[config.mk]
export PLATFORM = sky130hd
export DESIGN_NAME = four_counter_timer_unit
export DESIGN_NICKNAME = d
export VERILOG_FILES = /design/src/include/timer_pkg.sv /design/src/classic_timer.sv /design/src/reload_timer.sv /design/src/four_counter_timer_unit.sv
export SDC_FILE = /design/constraint.sdc
export NUM_CORES = 1
export LEC_CHECK = 0
export BUFFER_PORTS_ARGS = -buffer_cell sky130_fd_sc_hd__buf_2
export CAP_MARGIN = 20
export CORE_ASPECT_RATIO = 0.7
export CORE_UTILIZATION = 41
export CTS_CLUSTER_SIZE = 16
export DETAILED_ROUTE_END_ITERATION = 7
export PLACE_DENSITY = 0.59
export SKIP_LAST_GASP = 1
export SLEW_MARGIN = 30
export SYNTH_ARGS = -nofsm -noshare
export SYNTH_HDL_FRONTEND = slang
export SYNTH_SLANG_ARGS = --single-unit
[constraint.sdc]
create_clock -name mclk -period 7.1 [get_ports mclk]
set_clock_uncertainty 0.05 [all_clocks]
set_input_delay 0.355 -clock mclk [delete_from_list [all_inputs] [get_ports mclk]]
set_output_delay 0.355 -clock mclk [all_outputs]
set_load 0.05 [all_outputs]
[src/include/timer_pkg.sv]
// Purpose: Shared constants and carriers of the four counter/timer unit
// Assumes: 8-bit register port, one 100 MHz system clock
// Notes: Register offsets are byte addresses on the plain register port
//
// Behaviour
// - Four independent 16-bit counter/timers
// - Timers 0/1: 13-bit, 16-bit, 8-bit reload
// - Split 8-bit mode on timer 0 only
// - Timers 2/3: 16-bit or dual 8-bit reload
// - Timers 0/1 tick from prescaler or sysclk
// - Timers 2/3: sysclk, sysclk/12, ext/8
// - Counter mode counts falling input edges
// - Counts events up to sysclk/4
// - Prescale 00=/12 01=/4 10=/48 11=ext/8
// - Sysclk select set means sysclk, ignored counting
// - 13-bit wrap 1fff to 0 sets flag
// - Timers 0/1 run needs run bit and open gate; timer 0's split high byte needs only timer 1's run bit
package timer_pkg;

  // ***********************************************
  // Register offsets
  // ***********************************************
  localparam logic [7:0] OFS_MODE = 8'h00;
  localparam logic [7:0] OFS_CLOCK = 8'h01;
  localparam logic [7:0] OFS_RUN = 8'h02;
  localparam logic [7:0] OFS_STATUS = 8'h03;
  localparam logic [7:0] OFS_MASK = 8'h04;
  localparam logic [7:0] OFS_COUNT = 8'h08;
  localparam logic [7:0] OFS_RELOAD = 8'h10;

  // ***********************************************
  // Reset values and field positions
  // ***********************************************
  localparam logic [7:0] RST_BYTE = 8'h00;
  localparam int POS_RUN_T0 = 0;
  localparam int POS_RUN_T1 = 1;
  localparam int POS_RUN_T2 = 2;
  localparam int POS_RUN_T3 = 3;
  localparam int POS_SPLIT_T2 = 4;
  localparam int POS_SPLIT_T3 = 5;
  localparam int POS_ST_T0 = 0;
  localparam int POS_ST_T1 = 1;
  localparam int POS_ST_T2L = 2;
  localparam int POS_ST_T2H = 3;
  localparam int POS_ST_T3L = 4;
  localparam int POS_ST_T3H = 5;
  localparam int NUM_EVENTS = 6;

  // ***********************************************
  // Divider counts
  // ***********************************************
  localparam logic [5:0] DIV4_LAST = 6'h03;
  localparam logic [5:0] DIV12_LAST = 6'h0b;
  localparam logic [5:0] DIV48_LAST = 6'h2f;
  localparam logic [2:0] EXT8_LAST = 3'h7;

  // ***********************************************
  // Modes and carriers
  // ***********************************************
  typedef enum logic [1:0] {
    MODE_13BIT = 2'h0,
    MODE_16BIT = 2'h1,
    MODE_8RELOAD = 2'h2,
    MODE_SPLIT = 2'h3
  } classic_mode_e;

  typedef enum logic [1:0] {
    PRE_DIV12 = 2'h0,
    PRE_DIV4 = 2'h1,
    PRE_DIV48 = 2'h2,
    PRE_EXT8 = 2'h3
  } prescale_e;

  // One classic timer's mode nibble
  typedef struct packed {
    logic gate;
    logic counter;
    classic_mode_e mode;
  } classic_cfg_s;

  // Clock control byte
  typedef struct packed {
    logic t3_ext;
    logic t3_sys;
    logic t2_ext;
    logic t2_sys;
    logic timer1_sysclk_select;
    logic timer0_sysclk_select;
    prescale_e prescale_select;
  } clock_cfg_s;

endpackage : timer_pkg

[src/classic_timer.sv]
// Purpose: One classic counter/timer with four modes
// Assumes: Ticks are one-cycle enables from the parent
// Notes: Writes from software win over a tick in the same cycle
module classic_timer #(
  parameter bit SPLIT_OK = 1'b1
) (
  input wire logic mclk,
  input wire logic rstn,
  input wire logic tick_lo,
  input wire logic tick_hi,
  input wire timer_pkg::classic_mode_e mode,
  input wire logic wr_lo,
  input wire logic wr_hi,
  input wire logic [7:0] wdata,
  output logic [15:0] count,
  output logic ovf_lo,
  output logic ovf_hi
);
  logic [7:0] lo_r;
  logic [7:0] hi_r;
  wire [7:0] lo_inc = lo_r + 8'h01;
  wire [7:0] hi_inc = hi_r + 8'h01;
  wire lo5_wrap = lo_r[4:0] == 5'h1f;
  wire lo_wrap = lo_r == 8'hff;
  wire hi_wrap = hi_r == 8'hff;
  wire is13 = mode == timer_pkg::MODE_13BIT;
  wire is16 = mode == timer_pkg::MODE_16BIT;
  wire is8 = mode == timer_pkg::MODE_8RELOAD;
  wire split = (mode == timer_pkg::MODE_SPLIT) && SPLIT_OK;
  // A timer without split support holds in that mode
  wire halt = (mode == timer_pkg::MODE_SPLIT) && !SPLIT_OK;

  // Step and carry per mode
  wire [7:0] lo_step = is13 ? {lo_r[7:5], lo_inc[4:0]} : (is8 && lo_wrap) ? hi_r : lo_inc;
  wire carry = is13 ? lo5_wrap : is16 ? lo_wrap : 1'b0;
  wire run_lo = tick_lo && !halt;
  wire hi_go = (run_lo && carry) || (split && tick_hi);
  assign ovf_lo = run_lo && ((is8 || split) ? lo_wrap : (carry && hi_wrap));
  assign ovf_hi = split && tick_hi && hi_wrap;
  assign count = {hi_r, lo_r};

  // Count bytes
  always_ff @(posedge mclk or negedge rstn) begin
    if (!rstn) begin
      lo_r <= timer_pkg::RST_BYTE;
      hi_r <= timer_pkg::RST_BYTE;
    end else begin
      if (wr_lo) lo_r <= wdata;
      else if (run_lo) lo_r <= lo_step;
      if (wr_hi) hi_r <= wdata;
      else if (hi_go) hi_r <= hi_inc;
    end
  end
endmodule : classic_timer

[src/reload_timer.sv]
// Purpose: One auto-reload timer, 16-bit or split into two bytes
// Assumes: Ticks are one-cycle enables from the parent
// Notes: Both halves share one tick; software writes win over ticks
module reload_timer (
  input wire logic mclk,
  input wire logic rstn,
  input wire logic tick,
  input wire logic split,
  input wire logic wr_cnt_lo,
  input wire logic wr_cnt_hi,
  input wire logic wr_rl_lo,
  input wire logic wr_rl_hi,
  input wire logic [7:0] wdata,
  output logic [15:0] count,
  output logic [15:0] reload,
  output logic ovf_lo,
  output logic ovf_hi
);
  logic [15:0] cnt_r;
  logic [15:0] rl_r;
  wire [15:0] cnt_inc = cnt_r + 16'h0001;
  wire full = cnt_r == 16'hffff;
  wire lo_wrap = cnt_r[7:0] == 8'hff;
  wire hi_wrap = cnt_r[15:8] == 8'hff;
  wire [7:0] lo_add = cnt_r[7:0] + 8'h01;
  wire [7:0] hi_add = cnt_r[15:8] + 8'h01;

  // Next bytes: each half reloads from its own byte when split
  wire [7:0] lo_nxt = split ? (lo_wrap ? rl_r[7:0] : lo_add) : (full ? rl_r[7:0] : cnt_inc[7:0]);
  wire [7:0] hi_nxt = split ? (hi_wrap ? rl_r[15:8] : hi_add) : (full ? rl_r[15:8] : cnt_inc[15:8]);
  assign ovf_lo = tick && split && lo_wrap;
  assign ovf_hi = tick && (split ? hi_wrap : full);
  assign count = cnt_r;
  assign reload = rl_r;

  // Count and reload bytes
  always_ff @(posedge mclk or negedge rstn) begin
    if (!rstn) begin
      cnt_r <= {timer_pkg::RST_BYTE, timer_pkg::RST_BYTE};
      rl_r <= {timer_pkg::RST_BYTE, timer_pkg::RST_BYTE};
    end else begin
      if (wr_cnt_lo) cnt_r[7:0] <= wdata;
      else if (tick) cnt_r[7:0] <= lo_nxt;
      if (wr_cnt_hi) cnt_r[15:8] <= wdata;
      else if (tick) cnt_r[15:8] <= hi_nxt;
      if (wr_rl_lo) rl_r[7:0] <= wdata;
      if (wr_rl_hi) rl_r[15:8] <= wdata;
    end
  end
endmodule : reload_timer

[src/four_counter_timer_unit.sv]
// Purpose: Four counter/timers with register port and one interrupt
// Assumes: Pins synchronous to mclk; gate inputs already at active-high level
// Notes: Count inputs still pass a two-stage synchroniser before edge detect
module four_counter_timer_unit (
  input wire logic mclk,
  input wire logic rstn,
  input wire logic [7:0] addr,
  input wire logic [7:0] wdata,
  input wire logic wr_strobe,
  input wire logic rd_strobe,
  output logic [7:0] rdata,
  input wire logic count_input_zero,
  input wire logic count_input_one,
  input wire logic external_gate_input_zero,
  input wire logic external_gate_input_one,
  input wire logic ext_osc_clk,
  output logic irq
);

  // ***********************************************
  // Control registers
  // ***********************************************
  timer_pkg::classic_cfg_s cfg0_r;
  timer_pkg::classic_cfg_s cfg1_r;
  timer_pkg::clock_cfg_s clk_r;
  logic [7:0] run_r;
  logic [timer_pkg::NUM_EVENTS-1:0] status_r;
  logic [timer_pkg::NUM_EVENTS-1:0] mask_r;
  logic [timer_pkg::NUM_EVENTS-1:0] status_nxt;
  logic [timer_pkg::NUM_EVENTS-1:0] events;
  logic [7:0] rdata_r;
  logic [7:0] rdata_nxt;

  // Address decode
  wire wr_mode = wr_strobe && addr == timer_pkg::OFS_MODE;
  wire wr_clock = wr_strobe && addr == timer_pkg::OFS_CLOCK;
  wire wr_run = wr_strobe && addr == timer_pkg::OFS_RUN;
  wire wr_status = wr_strobe && addr == timer_pkg::OFS_STATUS;
  wire wr_mask = wr_strobe && addr == timer_pkg::OFS_MASK;
  wire in_count = addr[7:3] == timer_pkg::OFS_COUNT[7:3];
  wire in_reload = addr[7:2] == timer_pkg::OFS_RELOAD[7:2];
  wire [7:0] wr_cnt_byte = (wr_strobe && in_count) ? (8'h01 << addr[2:0]) : 8'h00;
  wire [3:0] wr_rl_byte = (wr_strobe && in_reload) ? (4'h1 << addr[1:0]) : 4'h0;

  // Config writes
  always_ff @(posedge mclk or negedge rstn) begin
    if (!rstn) begin
      cfg0_r <= timer_pkg::RST_BYTE[3:0];
      cfg1_r <= timer_pkg::RST_BYTE[3:0];
      clk_r <= timer_pkg::RST_BYTE;
      run_r <= timer_pkg::RST_BYTE;
      mask_r <= timer_pkg::RST_BYTE[timer_pkg::NUM_EVENTS-1:0];
    end else begin
      if (wr_mode) {cfg1_r, cfg0_r} <= wdata;
      if (wr_clock) clk_r <= wdata;
      if (wr_run) run_r <= wdata;
      if (wr_mask) mask_r <= wdata[timer_pkg::NUM_EVENTS-1:0];
    end
  end

  // ***********************************************
  // Count input synchronisers
  // ***********************************************
  logic [1:0] pin_meta_r;
  logic [1:0] pin_sync_r;
  logic [1:0] pin_prev_r;
  logic [1:0] fall;
  wire [1:0] pins = {count_input_one, count_input_zero};

  // Two stages then one history bit; an edge costs three cycles of latency
  // but needs each level held only two cycles, which keeps sysclk/4 safe
  generate
    for (genvar i = 0; i < 2; i++) begin : g_sync
      always_ff @(posedge mclk or negedge rstn) begin
        if (!rstn) begin
          pin_meta_r[i] <= 1'b0;
          pin_sync_r[i] <= 1'b0;
          pin_prev_r[i] <= 1'b0;
        end else begin
          pin_meta_r[i] <= pins[i];
          pin_sync_r[i] <= pin_meta_r[i];
          pin_prev_r[i] <= pin_sync_r[i];
        end
      end
      assign fall[i] = pin_prev_r[i] && !pin_sync_r[i];
    end
  endgenerate

  // ***********************************************
  // Prescalers
  // ***********************************************
  logic [5:0] div48_r;
  logic [5:0] div12_r;
  logic [2:0] ext_cnt_r;
  logic ext_meta_r;
  logic ext_sync_r;
  logic ext_prev_r;
  wire ext_rise = ext_sync_r && !ext_prev_r;
  wire div4_tick = div48_r[1:0] == timer_pkg::DIV4_LAST[1:0];
  wire div48_tick = div48_r == timer_pkg::DIV48_LAST;
  wire div12_tick = div12_r == timer_pkg::DIV12_LAST;
  wire ext8_tick = ext_rise && ext_cnt_r == timer_pkg::EXT8_LAST;

  // Free-running dividers; /4 rides on the low bits of the /48 count
  always_ff @(posedge mclk or negedge rstn) begin
    if (!rstn) begin
      div48_r <= 6'h00;
      div12_r <= 6'h00;
      ext_cnt_r <= 3'h0;
      ext_meta_r <= 1'b0;
      ext_sync_r <= 1'b0;
      ext_prev_r <= 1'b0;
    end else begin
      div48_r <= div48_tick ? 6'h00 : div48_r + 6'h01;
      div12_r <= div12_tick ? 6'h00 : div12_r + 6'h01;
      ext_meta_r <= ext_osc_clk;
      ext_sync_r <= ext_meta_r;
      ext_prev_r <= ext_sync_r;
      if (ext_rise) ext_cnt_r <= ext_cnt_r + 3'h1;
    end
  end

  // Prescaled tick shared by timers 0 and 1
  wire pre_tick =
    (clk_r.prescale_select == timer_pkg::PRE_DIV12) ? div12_tick :
    (clk_r.prescale_select == timer_pkg::PRE_DIV4) ? div4_tick :
    (clk_r.prescale_select == timer_pkg::PRE_DIV48) ? div48_tick : ext8_tick;

  // ***********************************************
  // Timer ticks
  // ***********************************************
  wire run0_ok = run_r[timer_pkg::POS_RUN_T0] && (!cfg0_r.gate || external_gate_input_zero);
  wire run1_ok = run_r[timer_pkg::POS_RUN_T1] && (!cfg1_r.gate || external_gate_input_one);
  wire time0 = clk_r.timer0_sysclk_select ? 1'b1 : pre_tick;
  wire time1 = clk_r.timer1_sysclk_select ? 1'b1 : pre_tick;
  wire tick0 = run0_ok && (cfg0_r.counter ? fall[0] : time0);
  wire tick1 = run1_ok && (cfg1_r.counter ? fall[1] : time1);
  // Split high byte of timer 0 runs on timer 1's run bit, time base only
  wire tick0_hi = run_r[timer_pkg::POS_RUN_T1] && time0;
  wire slow2 = clk_r.t2_ext ? ext8_tick : div12_tick;
  wire slow3 = clk_r.t3_ext ? ext8_tick : div12_tick;
  wire tick2 = run_r[timer_pkg::POS_RUN_T2] && (clk_r.t2_sys || slow2);
  wire tick3 = run_r[timer_pkg::POS_RUN_T3] && (clk_r.t3_sys || slow3);

  // ***********************************************
  // The four timers
  // ***********************************************
  logic [15:0] cnt0;
  logic [15:0] cnt1;
  logic [15:0] cnt2;
  logic [15:0] cnt3;
  logic [15:0] rl2;
  logic [15:0] rl3;
  logic ovf0_lo;
  logic ovf0_hi;
  logic ovf1_lo;
  logic ovf2_lo;
  logic ovf2_hi;
  logic ovf3_lo;
  logic ovf3_hi;

  // Four independent instances
  classic_timer #(.SPLIT_OK(1'b1)) u_t0 (
    .mclk(mclk), .rstn(rstn), .tick_lo(tick0), .tick_hi(tick0_hi),
    .mode(cfg0_r.mode), .wr_lo(wr_cnt_byte[0]), .wr_hi(wr_cnt_byte[1]),
    .wdata(wdata), .count(cnt0), .ovf_lo(ovf0_lo), .ovf_hi(ovf0_hi)
  );
  classic_timer #(.SPLIT_OK(1'b0)) u_t1 (
    .mclk(mclk), .rstn(rstn), .tick_lo(tick1), .tick_hi(1'b0),
    .mode(cfg1_r.mode), .wr_lo(wr_cnt_byte[2]), .wr_hi(wr_cnt_byte[3]),
    .wdata(wdata), .count(cnt1), .ovf_lo(ovf1_lo), .ovf_hi()
  );
  reload_timer u_t2 (
    .mclk(mclk), .rstn(rstn), .tick(tick2), .split(run_r[timer_pkg::POS_SPLIT_T2]),
    .wr_cnt_lo(wr_cnt_byte[4]), .wr_cnt_hi(wr_cnt_byte[5]),
    .wr_rl_lo(wr_rl_byte[0]), .wr_rl_hi(wr_rl_byte[1]), .wdata(wdata),
    .count(cnt2), .reload(rl2), .ovf_lo(ovf2_lo), .ovf_hi(ovf2_hi)
  );
  reload_timer u_t3 (
    .mclk(mclk), .rstn(rstn), .tick(tick3), .split(run_r[timer_pkg::POS_SPLIT_T3]),
    .wr_cnt_lo(wr_cnt_byte[6]), .wr_cnt_hi(wr_cnt_byte[7]),
    .wr_rl_lo(wr_rl_byte[2]), .wr_rl_hi(wr_rl_byte[3]), .wdata(wdata),
    .count(cnt3), .reload(rl3), .ovf_lo(ovf3_lo), .ovf_hi(ovf3_hi)
  );

  // ***********************************************
  // Interrupt status
  // ***********************************************
  // Event order follows the status bit positions
  assign events = {ovf3_hi, ovf3_lo, ovf2_hi, ovf2_lo, ovf1_lo || ovf0_hi, ovf0_lo};
  // Set beats a same-cycle write-one clear
  assign status_nxt = events | (status_r & ~(wr_status ? wdata[timer_pkg::NUM_EVENTS-1:0] :
    {timer_pkg::NUM_EVENTS{1'b0}}));
  assign irq = |(status_r & mask_r);

  // Sticky flags
  always_ff @(posedge mclk or negedge rstn) begin
    if (!rstn) status_r <= timer_pkg::RST_BYTE[timer_pkg::NUM_EVENTS-1:0];
    else status_r <= status_nxt;
  end

  // ***********************************************
  // Read path
  // ***********************************************
  wire [63:0] cnt_all = {cnt3, cnt2, cnt1, cnt0};
  wire [31:0] rl_all = {rl3, rl2};
  wire [7:0] cnt_sel = cnt_all[{addr[2:0], 3'h0} +: 8];
  wire [7:0] rl_sel = rl_all[{addr[1:0], 3'h0} +: 8];
  // Unmapped offsets read as zero
  always_comb begin
    if (addr == timer_pkg::OFS_MODE) rdata_nxt = {cfg1_r, cfg0_r};
    else if (addr == timer_pkg::OFS_CLOCK) rdata_nxt = clk_r;
    else if (addr == timer_pkg::OFS_RUN) rdata_nxt = {2'h0, run_r[5:0]};
    else if (addr == timer_pkg::OFS_STATUS) rdata_nxt = {2'h0, status_r};
    else if (addr == timer_pkg::OFS_MASK) rdata_nxt = {2'h0, mask_r};
    else if (in_count) rdata_nxt = cnt_sel;
    else if (in_reload) rdata_nxt = rl_sel;
    else rdata_nxt = 8'h00;
  end

  // Data valid only in the cycle after the strobe
  always_ff @(posedge mclk or negedge rstn) begin
    if (!rstn) rdata_r <= 8'h00;
    else rdata_r <= rd_strobe ? rdata_nxt : 8'h00;
  end
  assign rdata = rdata_r;

  // ***********************************************
  // Checks
  // ***********************************************
  wire quiet0 = !(wr_cnt_byte[0] || wr_cnt_byte[1]);
  wire quiet1 = !(wr_cnt_byte[2] || wr_cnt_byte[3]);

  a_wrap_13bit: assert property (@(posedge mclk) disable iff (!rstn)
    cfg0_r.mode == timer_pkg::MODE_13BIT && tick0 && quiet0 && cnt0[15:8] == 8'hff &&
    cnt0[4:0] == 5'h1f |=> cnt0[15:8] == 8'h00 && cnt0[4:0] == 5'h00 && status_r[0])
    else $error("13-bit wrap did not clear count and set flag");

  a_irq_follows: assert property (@(posedge mclk) disable iff (!rstn)
    $rose(status_r[0]) && mask_r[0] |-> irq)
    else $error("unmasked flag gave no interrupt");

  a_edge_count: assert property (@(posedge mclk) disable iff (!rstn)
    cfg0_r.mode == timer_pkg::MODE_16BIT && cfg0_r.counter && run0_ok && fall[0] && quiet0
    |=> cnt0 == $past(cnt0) + 16'h0001)
    else $error("falling edge not counted");

  a_gate_hold: assert property (@(posedge mclk) disable iff (!rstn)
    cfg0_r.gate && !external_gate_input_zero && quiet0 && cfg0_r.mode != timer_pkg::MODE_SPLIT
    |=> $stable(cnt0))
    else $error("gated timer moved");

  a_sysclk_step: assert property (@(posedge mclk) disable iff (!rstn)
    cfg1_r.mode == timer_pkg::MODE_16BIT && !cfg1_r.counter && clk_r.timer1_sysclk_select &&
    run1_ok && quiet1 [*2] |=> cnt1 == $past(cnt1, 2) + 16'h0002)
    else $error("sysclk select did not step every cycle");

  a_div4_period: assert property (@(posedge mclk) disable iff (!rstn)
    div4_tick |=> !div4_tick [*3] ##1 div4_tick)
    else $error("divide by 4 period wrong");

  a_div48_period: assert property (@(posedge mclk) disable iff (!rstn)
    div48_tick |-> ##48 div48_tick)
    else $error("divide by 48 period wrong");

  a_div12_period: assert property (@(posedge mclk) disable iff (!rstn)
    div12_tick |=> !div12_tick [*8] ##4 div12_tick)
    else $error("divide by 12 period wrong");

  a_no_split_t1: assert property (@(posedge mclk) disable iff (!rstn)
    cfg1_r.mode == timer_pkg::MODE_SPLIT && quiet1 |=> $stable(cnt1))
    else $error("timer 1 ran in split mode");

  a_reload_16: assert property (@(posedge mclk) disable iff (!rstn)
    tick2 && !run_r[timer_pkg::POS_SPLIT_T2] && cnt2 == 16'hffff &&
    !(wr_cnt_byte[4] || wr_cnt_byte[5]) |=> cnt2 == $past(rl2) && status_r[3])
    else $error("16-bit reload missed");

  a_fall_pulse: assert property (@(posedge mclk) disable iff (!rstn)
    fall[0] |=> !fall[0])
    else $error("edge pulse longer than one cycle");

  a_reload_8: assert property (@(posedge mclk) disable iff (!rstn)
    cfg0_r.mode == timer_pkg::MODE_8RELOAD && tick0 && quiet0 && cnt0[7:0] == 8'hff
    |=> cnt0[7:0] == cnt0[15:8])
    else $error("8-bit reload missed");

  c_split_t0: cover property (@(posedge mclk) disable iff (!rstn)
    cfg0_r.mode == timer_pkg::MODE_SPLIT && ovf0_hi);
  c_counter_wrap: cover property (@(posedge mclk) disable iff (!rstn)
    cfg0_r.counter && ovf0_lo);
  c_t3_split: cover property (@(posedge mclk) disable iff (!rstn)
    ovf3_lo ##[1:600] ovf3_hi);

endmodule : four_counter_timer_unit

=== Word level (Yosys, flattened, before mapping) ===
Index checks and enable logic that the tools add are counted.

* Register bits: 162
* Bits in latches: 0
* Memory bits (writable): 0
* Bits in read-only memories: 0
* Input port bits: 25
* Output and inout port bits: 9
* Logic and storage cells: 221
* Memories kept: 0

* $add $sub $neg: 13
* Multiply operators: 0
* Div/mod/pow operators: 0
* Magnitude comparators: 0
* Equal/unequal tests: 32
* Shifts and indexed selects: 4
* Multiplexer cells: 62
* Bitwise logic cells: 4
* Reductions and logical operators: 63

{| class="wikitable"
|+ Operators with widths
! kind !! number
|-
| $mux 8 || 41
|-
| $add 8x1->8 const B || 8
|-
| $eq 8x8->1 const B || 8
|-
| $shiftx 64x7->8 || 1
|-
| $logic_and 1x1->1 || 35
|-
| $add 16x1->16 const B || 2
|-
| $eq 16x16->1 const B || 2
|-
| $shiftx 32x6->8 || 1
|-
| $mux 6 || 3
|-
| $mux 1 || 17
|-
| $eq 8x2->1 const B || 2
|-
| $reduce_bool 2->1 || 8
|-
| $add 6x1->6 const B || 2
|-
| $and 6x6->6 || 2
|-
| $eq 2x2->1 const B || 6
|-
| $eq 5x5->1 const B || 2
|-
| $eq 8x1->1 const B || 1
|-
| $eq 8x3->1 const B || 1
|-
| $logic_not 8->1 || 1
|-
| $shl 1x3->8 const A || 1
|-
| $logic_or 1x1->1 || 7
|-
| $eq 2x1->1 const B || 3
|-
| $eq 6x3->1 const B || 1
|-
| $eq 6x4->1 const B || 1
|-
| other kinds (13) || 22
|}

=== Depth between registers and ports, before layout ===
Gate-level depths: netlist of run 1.

* Depth after elaboration: 13
* Depth in mapped cells: 10
* Depth with buffers taken out: 9

=== Hierarchy ===
From an unflattened synthesis of run 1, not the netlist that was laid out.

* Cell total of the unflattened synthesis: 1,094
* Area total of the unflattened synthesis: 10,461.3 µm²

{| class="wikitable"
|+ Modules (own cells, without submodules)
! module !! times used !! cells each !! area an instance (µm²) !! seq. area each (µm²)
|-
| reload_timer || 2 || 218 || 2,023.2 || 800.8
|-
| four_counter_timer_unit || 1 || 365 || 3,946.3 || 1,651.6
|-
| classic_timer (u_t0) || 1 || 153 || 1,315.0 || 400.4
|-
| classic_timer (u_t1) || 1 || 140 || 1,153.6 || 400.4
|}

=== Least setup slack after synthesis of run 1 ===
Ideal clock, no wire load.

* Kind: reg-to-reg
* From: register u_t1.lo_r[0]
* To: register u_t1.hi_r[7]
* Library setup time: 0.082 ns
* Data arrival time: 2.257 ns
* Data required time: 6.968 ns
* Setup slack: 4.711 ns
* Stages on the path, launching flop included: 11
* Buffers on the path: 1
* Period minus slack after synthesis: 2.389 ns
* Path through: dfrtp_1 ha_1 and3_1 buf_2 ha_1 nor2b_1 a41oi_1 nor2_1 nand3_1 or4_1 a31oi_1

* Longest elaborated chain between the ends: 5
* Elaborated cells between the ends (all ways): 6
* Those cells by class: 2 x eq/ne; 2 x mux; 2 x reduce/logical

{| class="wikitable"
|+ Ends and longest elaborated chain
! what !! line !! RTL
|-
| start: declaration || classic_timer.sv:19 || <nowiki>logic [7:0] lo_r;</nowiki>
|-
| start signal: assignment || classic_timer.sv:45 || <nowiki>lo_r <= timer_pkg::RST_BYTE;</nowiki>
|-
| start signal: assignment || classic_timer.sv:48 || <nowiki>if (wr_lo) lo_r <= wdata;</nowiki>
|-
| start signal: assignment || classic_timer.sv:49 || <nowiki>else if (run_lo) lo_r <= lo_step;</nowiki>
|-
| $eq 8x8->1 || classic_timer.sv:24 || <nowiki>wire lo_wrap = lo_r == 8'hff;</nowiki>
|-
| $mux 1 || classic_timer.sv:35 || <nowiki>wire carry = is13 ? lo5_wrap : is16 ? lo_wrap : 1'b0;</nowiki>
|-
| $mux 1 * || classic_timer.sv:35 ||
|-
| $logic_and 1x1->1 * || classic_timer.sv:37 || <nowiki>wire hi_go = (run_lo && carry) || (split && tick_hi);</nowiki>
|-
| $reduce_bool 2->1 (no source line) * || -- ||
|-
| end signal: assignment || classic_timer.sv:46 || <nowiki>hi_r <= timer_pkg::RST_BYTE;</nowiki>
|-
| end signal: assignment || classic_timer.sv:50 || <nowiki>if (wr_hi) hi_r <= wdata;</nowiki>
|-
| end signal: assignment || classic_timer.sv:51 || <nowiki>else if (hi_go) hi_r <= hi_inc;</nowiki>
|-
| end: declaration || classic_timer.sv:20 || <nowiki>logic [7:0] hi_r;</nowiki>
|}

Every way passes the cells marked *; elsewhere a longest branch is shown, timed or not.
A chain may end at the register's enable or synchronous reset.

=== Final worst setup path of run 1 ===
* From: register div12_r[0]
* To: register u_t3.cnt_r[10] (netlist: u_t3.count[10])

* Longest elaborated chain between the ends: 5

{| class="wikitable"
|+ Ends and longest elaborated chain
! what !! line !! RTL
|-
| start: declaration || four_counter_timer_unit.sv:93 || <nowiki>logic [5:0] div12_r;</nowiki>
|-
| start signal: assignment || four_counter_timer_unit.sv:115 || <nowiki>div12_r <= div12_tick ? 6'h00 : div12_r + 6'h01;</nowiki>
|-
| $eq 6x4->1 || four_counter_timer_unit.sv:101 || <nowiki>wire div12_tick = div12_r == timer_pkg::DIV12_LAST;</nowiki>
|-
| $mux 1 || four_counter_timer_unit.sv:141 || <nowiki>wire slow3 = clk_r.t3_ext ? ext8_tick : div12_tick;</nowiki>
|-
| $logic_or 1x1->1 || four_counter_timer_unit.sv:143 || <nowiki>wire tick3 = run_r[timer_pkg::POS_RUN_T3] && (clk_r.t3_sys || slow3);</nowiki>
|-
| $logic_and 1x1->1 || four_counter_timer_unit.sv:143 ||
|-
| $reduce_bool 2->1 (no source line) || -- ||
|-
| end signal: assignment || reload_timer.sv:39 || <nowiki>cnt_r <= {timer_pkg::RST_BYTE, timer_pkg::RST_BYTE};</nowiki>
|-
| end signal: assignment || reload_timer.sv:44 || <nowiki>if (wr_cnt_hi) cnt_r[15:8] <= wdata;</nowiki>
|-
| end signal: assignment || reload_timer.sv:45 || <nowiki>else if (tick) cnt_r[15:8] <= hi_nxt;</nowiki>
|-
| end: declaration || reload_timer.sv:19 || <nowiki>logic [15:0] cnt_r;</nowiki>
|}

Every way passes these cells.

==> reports/metrics.yaml, run 1 <==
outcome:
  status: "finished, final reports clean"
routing:
  wl_um: 30730
  ant_nets: 0
  first_pass_iters: 6
  drcViolationCount: 0
  dr.first_iter.drc_count: 946
  dr_total_vias: 8293
  wl_per_cell_um: 23.06
  vias_per_cell: 6.221
die:
  initial_core_util_pct: 42.32
  core_area_mm2: 0.02296
  dieArea_mm2: 0.02433
  die_h_um: 130.8
  io_pins: 34
  dieWidth_um: 186.0
  rows: 46
clock_network:
  cts_tree: "yes"
  cts_sinks: 162
  clock_latency_ns: 0.43
  cts_made_buffers: 17
  cts_setup_buffers: 0
  cts-htree-levels: 4
  cts_root_buf: "clkbuf_16"
  clockBufferDepth: 2
  clkTransAtPathRegs_ns: 0.06
  holdBufCountCts: 4
  cts_resized: 0
global_route:
  grt_pass1_wl_um: 46640
  use_met2_pct: 32.13
  grt_max_degree: 76
  grtUsageMet3_pct: 9.534
  grt_pass1_vias: 7224
  antenna_found_initial: 0
  grtUsageMet1_pct: 43.17
  overflow: 0
  grt_usage_pct: 26.46
  top_usage_layer: "met1"
power_and_ir_drop:
  power_density_mw_per_mm2: 231.2
  ir_drop_mv: 0.1798
  p_leak_nw: 4.479
flow_run:
  max_cap_viol_count: 0
timing:
  finalMaxSlewViolations: 0
  timing.fmax_mhz: 334.0
  hold_viol_final: 0
  maxSlewHeadroom_pct: 38.54
  worst-slew-pin-transition_ns: 0.9218
  period_minus_slack_ns: 2.994
  setup_viol: 0
  period_share_pct: 42.17
  setup-tns-final_ns: 0
  grt_setup_unrepaired: "false"
placed_design:
  place_area_mm2: 0.01008
  place.port_buffers: 33
  place_congestion: 0.9457
  dpl.cell_count: 1298
  dp_hpwl_um: 21880
final_layout:
  antenna_cells: 0
  num-nets-final: 1048
  fin_cells: 1333
  drive_gt1_share_pct: 16.94
  finalInstanceArea_mm2: 0.01071
  final_core_util_pct: 46.65
  syn_to_final_growth_pct: 10.22
worst_hold_path:
  hold_class: "input port to register"
worst_setup_path:
  worstSetupEndpointType: "register"
  cp.required_ns: 7.33
  worstPathArrival_ns: 3.23
  crit_fanout: 18
  path_class: "register to register"
  cp-start-kind: "register"
synthesis:
  synthTopCellsByArea: "dfrtp_1 42%, mux2_2 6.1%, mux4_2 5.3%"
  synth.avg_cell_area_um2: 9.652
  synthTopCellsByCount: "162 x dfrtp_1, 120 x nand2_1, 77 x o21ai_0"
  yosysSeqAreaShare_pct: 41.71
  synth_edf_count: 0
  syn-cell-area_mm2: 0.009719
  ys_async_sr_fraction_pct: 100.0
  yosys_warnings: 0
  syn_inst: 1007
  synthDominantCellAreaShare_pct: 41.71
  synth_flop_cell: "dfrtp_1"
  synth.distinct_cells: 68
  ys_ff_latch: 162
  synth_most_common_cell: "dfrtp_1"
  synth_top_area_cell: "dfrtp_1"
  synth_nets: 1046
logic make-up (layout without fill, tap and decap cells):
group | Yosys count | count (layout) | synth area share (%)
AND/OR/NAND/NOR | 356 | 356 | 18.25
AO/OA/AOI/OAI | 247 | 247 | 16.08
flip-flops | 162 | 162 | 41.71
multiplexers | 121 | 121 | 16.31
buffers and inverters | 80 | 94 | 3.411
XOR/XNOR | 27 | 27 | 2.433
adder cells (fa/ha/maj) | 14 | 14 | 1.802
where the power goes:
group	switching [W]	total [W]	internal, W
Combinational	0.000254	0.000437	0.000184
Clock	0.000381	0.000925	0.000543
Sequential	0.000122	0.00111	0.000993
layout by cell type (no fill, tap or decap), types with 26 or more instances in the layout:
| cell type | Yosys | layout |
|---|---|---|
| o21ai_0 | 77 | 77 |
| buf_2 | 13 | 32 |
| nand3_1 | 41 | 41 |
| mux2i_1 | 41 | 41 |
| nand2_1 | 120 | 120 |
| nor2_1 | 69 | 67 |
| mux2_2 | 53 | 53 |
| dfrtp_1 | 162 | 162 |
| a21oi_1 | 53 | 52 |
| nor3_1 | 26 | 26 |
metal layers:
metal,vias to the layer above,part of all wire (%)
li1,3738,-
met1,4098,49
met2,442,37
met3,15,13
met4,0,0.63
met5,-,0
registers in the layout (all words and copies together) (netlist names), 8 cells and up:
signal,cells
u_t3.count,16
u_t0.lo_r,8
u_t1.hi_r,8
u_t3.reload,16
clk_r,8
rdata,8
u_t0.hi_r,8
u_t2.reload,16
u_t1.lo_r,8
u_t2.count,16
per-stage QoR:
step	hold WS [ns]	power [W]	setup WS (ns)
2_1_floorplan	0.009409	0.001396	4.711
3_3_place_gp	0.2834	0.001546	4.218
3_5_place_dp	0.2879	0.001553	4.078
4_1_cts	0.1913	0.002480	4.109
5_1_grt	0.2092	0.002585	3.863
6_report	0.2127	0.002477	4.106
worst max-delay path, stage by stage, from the launching register on:
cell,delay (ns)
dfrtp_1,0.37
ha_1,0.21
nand4bb_1,0.28
nor3_1,0.44
o31a_1,0.79
o21ai_0,0.32
a211oi_1,0.29
o31ai_1,0.10
layout make-up:
cell class	count	area, µm²
Timing Repair Buffer	43	256.5
Inverter	20	75.07
Tap cell	312	390.4
Fill cell	2181	12250
Clock inverter	9	106.4
Multi-Input combinational cell	765	5356
Sequential cell	162	4054
Clock buffer	22	474.2
worst paths after layout:
path | startpoint | endpoint | slack [ns] | cells past startpoint
max | div12_r[0] | u_t3.count[10] | 4.11 | 7
min | rd_strobe | rdata[6] | 0.21 | 2
max reg2reg | div12_r[0] | u_t3.count[10] | 4.11 | 7
min reg2reg | pin_meta_r[0] | pin_sync_r[0] | 0.30 | 0
max in group asynchronous | rstn | u_t3.count[1] | 5.37 | 3
min in group asynchronous | rstn | div48_r[3] | 0.47 | 2
Power figures use the tool's default switching activity.
==> run 2: changes to the inputs <==
--- a/config.mk
+++ b/config.mk
@@ -11,7 +11,7 @@
 export CORE_UTILIZATION = 41
 export CTS_CLUSTER_SIZE = 16
 export DETAILED_ROUTE_END_ITERATION = 7
-export PLACE_DENSITY = 0.59
+export PLACE_DENSITY = 0.61
 export SKIP_LAST_GASP = 1
 export SLEW_MARGIN = 30
 export SYNTH_ARGS = -nofsm -noshare
==> constraint.sdc (replaced) <==
create_clock -name mclk -period 2.7 [get_ports mclk]
set_clock_uncertainty 0.05 [all_clocks]
set_input_delay 0.135 -clock mclk [delete_from_list [all_inputs] [get_ports mclk]]
set_output_delay 0.135 -clock mclk [all_outputs]
set_load 0.05 [all_outputs]
==> reports/metrics.yaml, run 2 (synthesis gave the netlist of run 1 again) <==
routing:
  wl_met3_um: 3606
  first_pass_iters: 5
  dr.first_iter.drc_count: 1070
  dr_total_vias: 8475
  wl_per_cell_um: 22.83
  met2WireLength_um: 11810
  vias_per_cell: 6.146
  dr.max_layer_used: "met4"
  wl_um: 31480
  drcViolationCount: 0
  wl_met1_um: 15900
  ant_nets: 0
die:
  initial_core_util_pct: 42.32
  io_pins: 34
  core_area_mm2: 0.02296
  rows: 46
  die_h_um: 130.8
  dieArea_mm2: 0.02433
  dieWidth_um: 186.0
clock_network:
  cts_sinks: 162
  cts_setup_buffers: 0
  clock_latency_ns: 0.43
  cts_root_buf: "clkbuf_16"
  holdBufCountCts: 5
  cts_tree: "yes"
  clkTransAtPathRegs_ns: 0.07
  cts_resized: 0
  cts_made_buffers: 17
  clockBufferDepth: 2
  cts-htree-levels: 4
worst_setup_path:
  r2r_slack_ns: 0.18
  r2r_start: "u_t0.lo_r[0]"
  worstSetupEndpointType: "register"
  crit_fanout: 6
  r2r_cells: 9
  cp-start-kind: "register"
  timing.rr.end: "u_t0.hi_r[7]"
  worstPathArrival_ns: 2.79
  cp.required_ns: 2.97
  path_class: "register to register"
placed_design:
  dp_hpwl_um: 23140
  place_congestion: 0.9815
  place.port_buffers: 33
global_route:
  grt_max_degree: 63
  overflow: 0
  grt_pass1_vias: 7671
  grt_usage_pct: 27.18
  grt_pass1_wl_um: 48040
  antenna_found_initial: 1
final_layout:
  antenna_cells: 0
  drive_gt1_share_pct: 20.24
  layout_commonest_cell: "dfrtp_1"
  syn_to_final_growth_pct: 14.32
  final_core_util_pct: 48.38
  layout_common_cells: "162 x dfrtp_1, 120 x nand2_1, 77 x o21ai_0"
  num-nets-final: 1093
  fill_cells: 2136
timing:
  worst-slew-pin-transition_ns: 0.7347
  finalMaxSlewViolations: 0
  period_minus_slack_ns: 2.522
  grt_setup_unrepaired: "false"
  period_share_pct: 93.42
  timing.fmax_mhz: 396.4
  hold_viol_final: 0
  setup_viol: 0
  maxSlewHeadroom_pct: 50.84
  setup-tns-final_ns: 0
worst_hold_path:
  hold_path_depth: 3
  min_from: "wdata[3]"
  hold_end: "u_t1.lo_r[3]"
  hold_class: "input port to register"
power_and_ir_drop:
  p_leak_nw: 4.725
  power_density_mw_per_mm2: 616.1
  ir_drop_mv: 0.4643
flow_run:
  max_cap_viol_count: 0
outcome:
  status: "finished, final reports clean"
[run 2: cell types whose count changed in the layout (fill, tap and decap cells not counted), moves of 2 or more]
cell        before  now
clkinv_4         3    1
nor2_1          67   69
buf_4            6   50
clkinv_2         4    0
bufinv_16        2    4
nor2_2           5    3
clkinvlp_4       0    3
[run 2: worst max path at each step]
stage / slack (ns) / endpoint / cells after the start / startpoint
6_report: 0.18 / u_t0.hi_r[7] / 9 / u_t0.lo_r[0]
5_1_grt: 0.01 / u_t0.hi_r[7] / 9 / u_t0.lo_r[0]
4_1_cts: 0.23 / u_t0.hi_r[7] / 9 / u_t0.lo_r[0]
3_5_place_dp: 0.26 / u_t0.hi_r[7] / 9 / u_t0.lo_r[0]
3_3_place_gp: 0.24 / u_t0.hi_r[7] / 9 / u_t0.lo_r[0]
2_1_floorplan: 0.31 / u_t1.hi_r[7] / 10 / u_t1.lo_r[0]
[run 2: area by class of cell]
cell class	count	area (µm²)	share of cell area, %
Sequential cell	162	4054	36.49
Clock buffer	22	484.2	4.358
Inverter	20	75.07	0.6757
Tap cell	312	390.4	3.513
Multi-Input combinational cell	765	5339	48.05
Timing Repair Buffer	88	596.8	5.372
Clock inverter	10	171.4	1.543
[run 2: metal layers]
| layer | global-route usage (%) | vias to the layer above |
|---|---|---|
| met2 | 34.17 | 411 |
| met5 | 0 | - |
| li1 | - | 3827 |
| met1 | 43.61 | 4224 |
| met3 | 9.562 | 13 |
| met4 | 4.243 | 0 |
[run 2: worst max-delay path, stage by stage (launching register included)]
cell,delay [ns]
dfrtp_1,0.43
ha_1,0.28
and3_1,0.19
ha_1,0.15
nand2b_1,0.07
o21ai_0,0.12
or3b_2,0.47
o22ai_1,0.33
mux2i_1,0.23
nand3_1,0.09
[run 2: stage by stage]
step           setup WS [ns]  hold WS, ns  total power, W  cells  area (µm²)
6_report              0.1776      0.08302        0.006846   1379       11110
5_1_grt              0.01419      0.09063        0.007138   1379       11110
4_1_cts               0.2285      0.06051        0.006862   1379       11110
3_5_place_dp          0.2624       0.1240        0.004135   1342       10400
3_3_place_gp          0.2440       0.1162        0.004113   1342       10400
2_1_floorplan         0.3107      -0.2106        0.003670   1007        9719
[run 2: power breakdown]
| group | switching, W | internal [W] |
|---|---|---|
| logic | 0.000701 | 0.000533 |
| registers | 0.000288 | 0.00261 |
| clock network | 0.00105 | 0.00166 |
==> run 3: changes to the inputs <==
--- a/config.mk
+++ b/config.mk
@@ -5,6 +5,7 @@
 export SDC_FILE = /design/constraint.sdc
 export NUM_CORES = 1
 export LEC_CHECK = 0
+export ABC_AREA = 1
 export BUFFER_PORTS_ARGS = -buffer_cell sky130_fd_sc_hd__buf_2
 export CAP_MARGIN = 20
 export CORE_ASPECT_RATIO = 0.7
==> reports/metrics.yaml, run 3 <==
global_route:
  grt_usage_pct: 28.33
  antenna_found_initial: 0
  grt_pass1_vias: 9098
  grt_pass1_wl_um: 53940
  overflow: 0
  grt_max_degree: 58
worst_setup_path:
  timing.rr.end: "u_t1.hi_r[3]"
  worstSetupEndpointType: "register"
  worstPathArrival_ns: 2.65
  r2r_slack_ns: 0.38
  cp.required_ns: 3.03
  path_class: "register to register"
  crit_fanout: 13
  r2r_start: "u_t1.lo_r[1]"
  cp-start-kind: "register"
  r2r_cells: 10
routing:
  ant_nets: 0
  vias_per_cell: 5.667
  wl_um: 34600
  drcViolationCount: 0
  wl_per_cell_um: 19.32
  dr_total_vias: 10150
  dr.first_iter.drc_count: 1263
  first_pass_iters: 5
clock_network:
  clock_latency_ns: 0.46
  cts_made_buffers: 17
  cts_root_buf: "clkbuf_16"
  cts_sinks: 162
  cts_setup_buffers: 0
  cts_tree: "yes"
  clkTransAtPathRegs_ns: 0.07
  cts-htree-levels: 4
  clockBufferDepth: 2
final_layout:
  num-nets-final: 1499
  regArea_mm2: 0.004054
  drive_gt1_share_pct: 9.912
  multi_input_area_mm2: 0.005393
  finalInstanceArea_mm2: 0.01134
  antenna_cells: 0
  layout_commonest_cell: "nand2_1"
  layout_common_cells: "447 x nand2_1, 162 x dfrtp_1, 123 x inv_1"
  syn_to_final_growth_pct: 10.93
  fill_cells: 2487
worst_hold_path:
  hold_class: "input port to register"
  min_from: "wdata[6]"
  hold_path_depth: 3
  hold_end: "u_t0.lo_r[6]"
synthesis:
  synth_top_area_cell: "dfrtp_1"
  ys_async_sr_fraction_pct: 100.0
  synth.avg_cell_area_um2: 7.161
  synth.distinct_cells: 51
  synth_nets: 1467
  synth_flop_cell: "dfrtp_1"
  yosys_warnings: 0
  syn-cell-area_mm2: 0.01023
  synthDominantCellAreaShare_pct: 39.64
  synth_edf_count: 0
  syn_inst: 1428
  synth_most_common_cell: "nand2_1"
  yosysSeqAreaShare_pct: 39.64
  ys_ff_latch: 162
  synthTopCellsByCount: "447 x nand2_1, 162 x dfrtp_1, 123 x inv_1"
  synthTopCellsByArea: "dfrtp_1 40%, nand2_1 16%, nand3_1 6.0%"
power_and_ir_drop:
  p_clk_share_pct: 39.3
  p_leak_nw: 5.465
  p_comb_share_pct: 16.2
  ir_drop_mv: 0.6084
  pwr-share-seq_pct: 44.5
  power_density_mw_per_mm2: 561.6
  switching_share_pct: 32.90
  intPower_w: 0.004275
  switching_power_w: 0.002096
die:
  die_h_um: 134.1
  io_pins: 34
  dieWidth_um: 190.8
  core_area_mm2: 0.02405
  dieArea_mm2: 0.02559
  rows: 47
  initial_core_util_pct: 42.52
timing:
  finalMaxSlewViolations: 0
  maxSlewHeadroom_pct: 34.45
  grt_setup_unrepaired: "false"
  setup_viol: 0
  worst-slew-pin-transition_ns: 0.9821
  period_share_pct: 85.99
  hold_viol_final: 0
  setup-tns-final_ns: 0
  period_minus_slack_ns: 2.322
  timing.fmax_mhz: 430.7
placed_design:
  place.port_buffers: 33
  place_congestion: 0.9868
  place_area_mm2: 0.01066
  dp_hpwl_um: 25340
outcome:
  status: "finished, final reports clean"
flow_run:
  max_cap_viol_count: 0
-- run 3: cell count changes after synthesis, sizes merged, moves of 30 or more --
cell,before,now
clkbuf,42,12
inv,20,146
mux2,57,0
mux2i,41,0
nand2,121,465
nand3,41,126
nor2,73,128
o21ai,77,160
-- run 3: worst max-delay path, stage by stage (launching register included) --
cell and delay (ns):
dfrtp_1 0.40, ha_1 0.20, nand2_1 0.08, nor2_2 0.19
ha_1 0.19, o21ai_0 0.07, a21oi_1 0.22, nand3_1 0.21
nand2_1 0.44, nand2_1 0.11, o21ai_1 0.09
-- run 3: worst max path at each step --
stage / depth (start not counted) / startpoint / endpoint
after global routing: 10 / u_t1.lo_r[0] / u_t1.hi_r[0]
after CTS: 10 / u_t1.lo_r[1] / u_t1.hi_r[4]
after global placement: 6 / addr[0] / status_r[3]
final: 10 / u_t1.lo_r[1] / u_t1.hi_r[3]
after detailed placement: 8 / addr[0] / u_t3.count[10]
after floorplan: 11 / u_t1.lo_r[0] / u_t1.hi_r[4]
-- run 3: through the flow --
| stage | instances | hold slack (ns) | worst slack [ns] | utilization (%) | power [W] |
|---|---|---|---|---|---|
| final | 1791 | 0.02279 | 0.3784 | 47.16 | 0.006371 |
| after global routing | 1791 | 0.01306 | 0.07797 | 47.16 | 0.006639 |
| after CTS | 1791 | 0.01304 | 0.4035 | 47.16 | 0.006372 |
| after detailed placement | 1750 | 0.1061 | 0.4141 | 44.33 | 0.003870 |
| after global placement | 1750 | 0.1064 | 0.2984 | 44.33 | 0.003850 |
| after floorplan | 1428 | -0.2106 | 0.9354 | - | 0.003482 |
-- run 3: per-layer routing --
layer | GRT usage [%] | routed length, µm | vias up
met3 | 7.666 | 3887 | 50
li1 | - | - | 4775
met5 | 0 | 0 | -
met4 | 8.444 | 728 | 0
met2 | 36.09 | 13320 | 519
met1 | 45.01 | 16660 | 4806
-- run 3: kinds of logic after synthesis --
kind of cell / Yosys count / share of synthesized area [%]
AND/OR/NAND/NOR: 772 / 33.94
XOR/XNOR: 34 / 2.912
flip-flops: 162 / 39.64
adder cells (fa/ha/maj): 14 / 1.713
buffers and inverters: 185 / 7.622
AO/OA/AOI/OAI: 261 / 14.17
-- run 3: final cells by class --
| cell class | instances | area share [%] |
|---|---|---|
| multi-input cells | 1081 | 47.54 |
| flip-flops and latches | 162 | 35.74 |
| inverters | 148 | 4.953 |
| clock buffers | 17 | 3.750 |
| well taps | 318 | 3.508 |
| repair buffers | 50 | 3.055 |
| clock inverters | 15 | 1.456 |
-- run 3: repair_timing --
action / in CTS / in global routing
hold endpoints to repair: 72 / 0
resized for setup: 0 / 0
hold buffers: 9 / 0
-- run 3: power by group through the flow --
stage	Sequential (W)	Combinational, W	Clock (W)
2_1_floorplan	0.00279	0.000691	0
3_3_place_gp	0.00286	0.000989	0
3_5_place_dp	0.00287	0.00100	0
4_1_cts	0.00282	0.00102	0.00253
5_1_grt	0.00285	0.00116	0.00263
6_report	0.00283	0.00103	0.00250
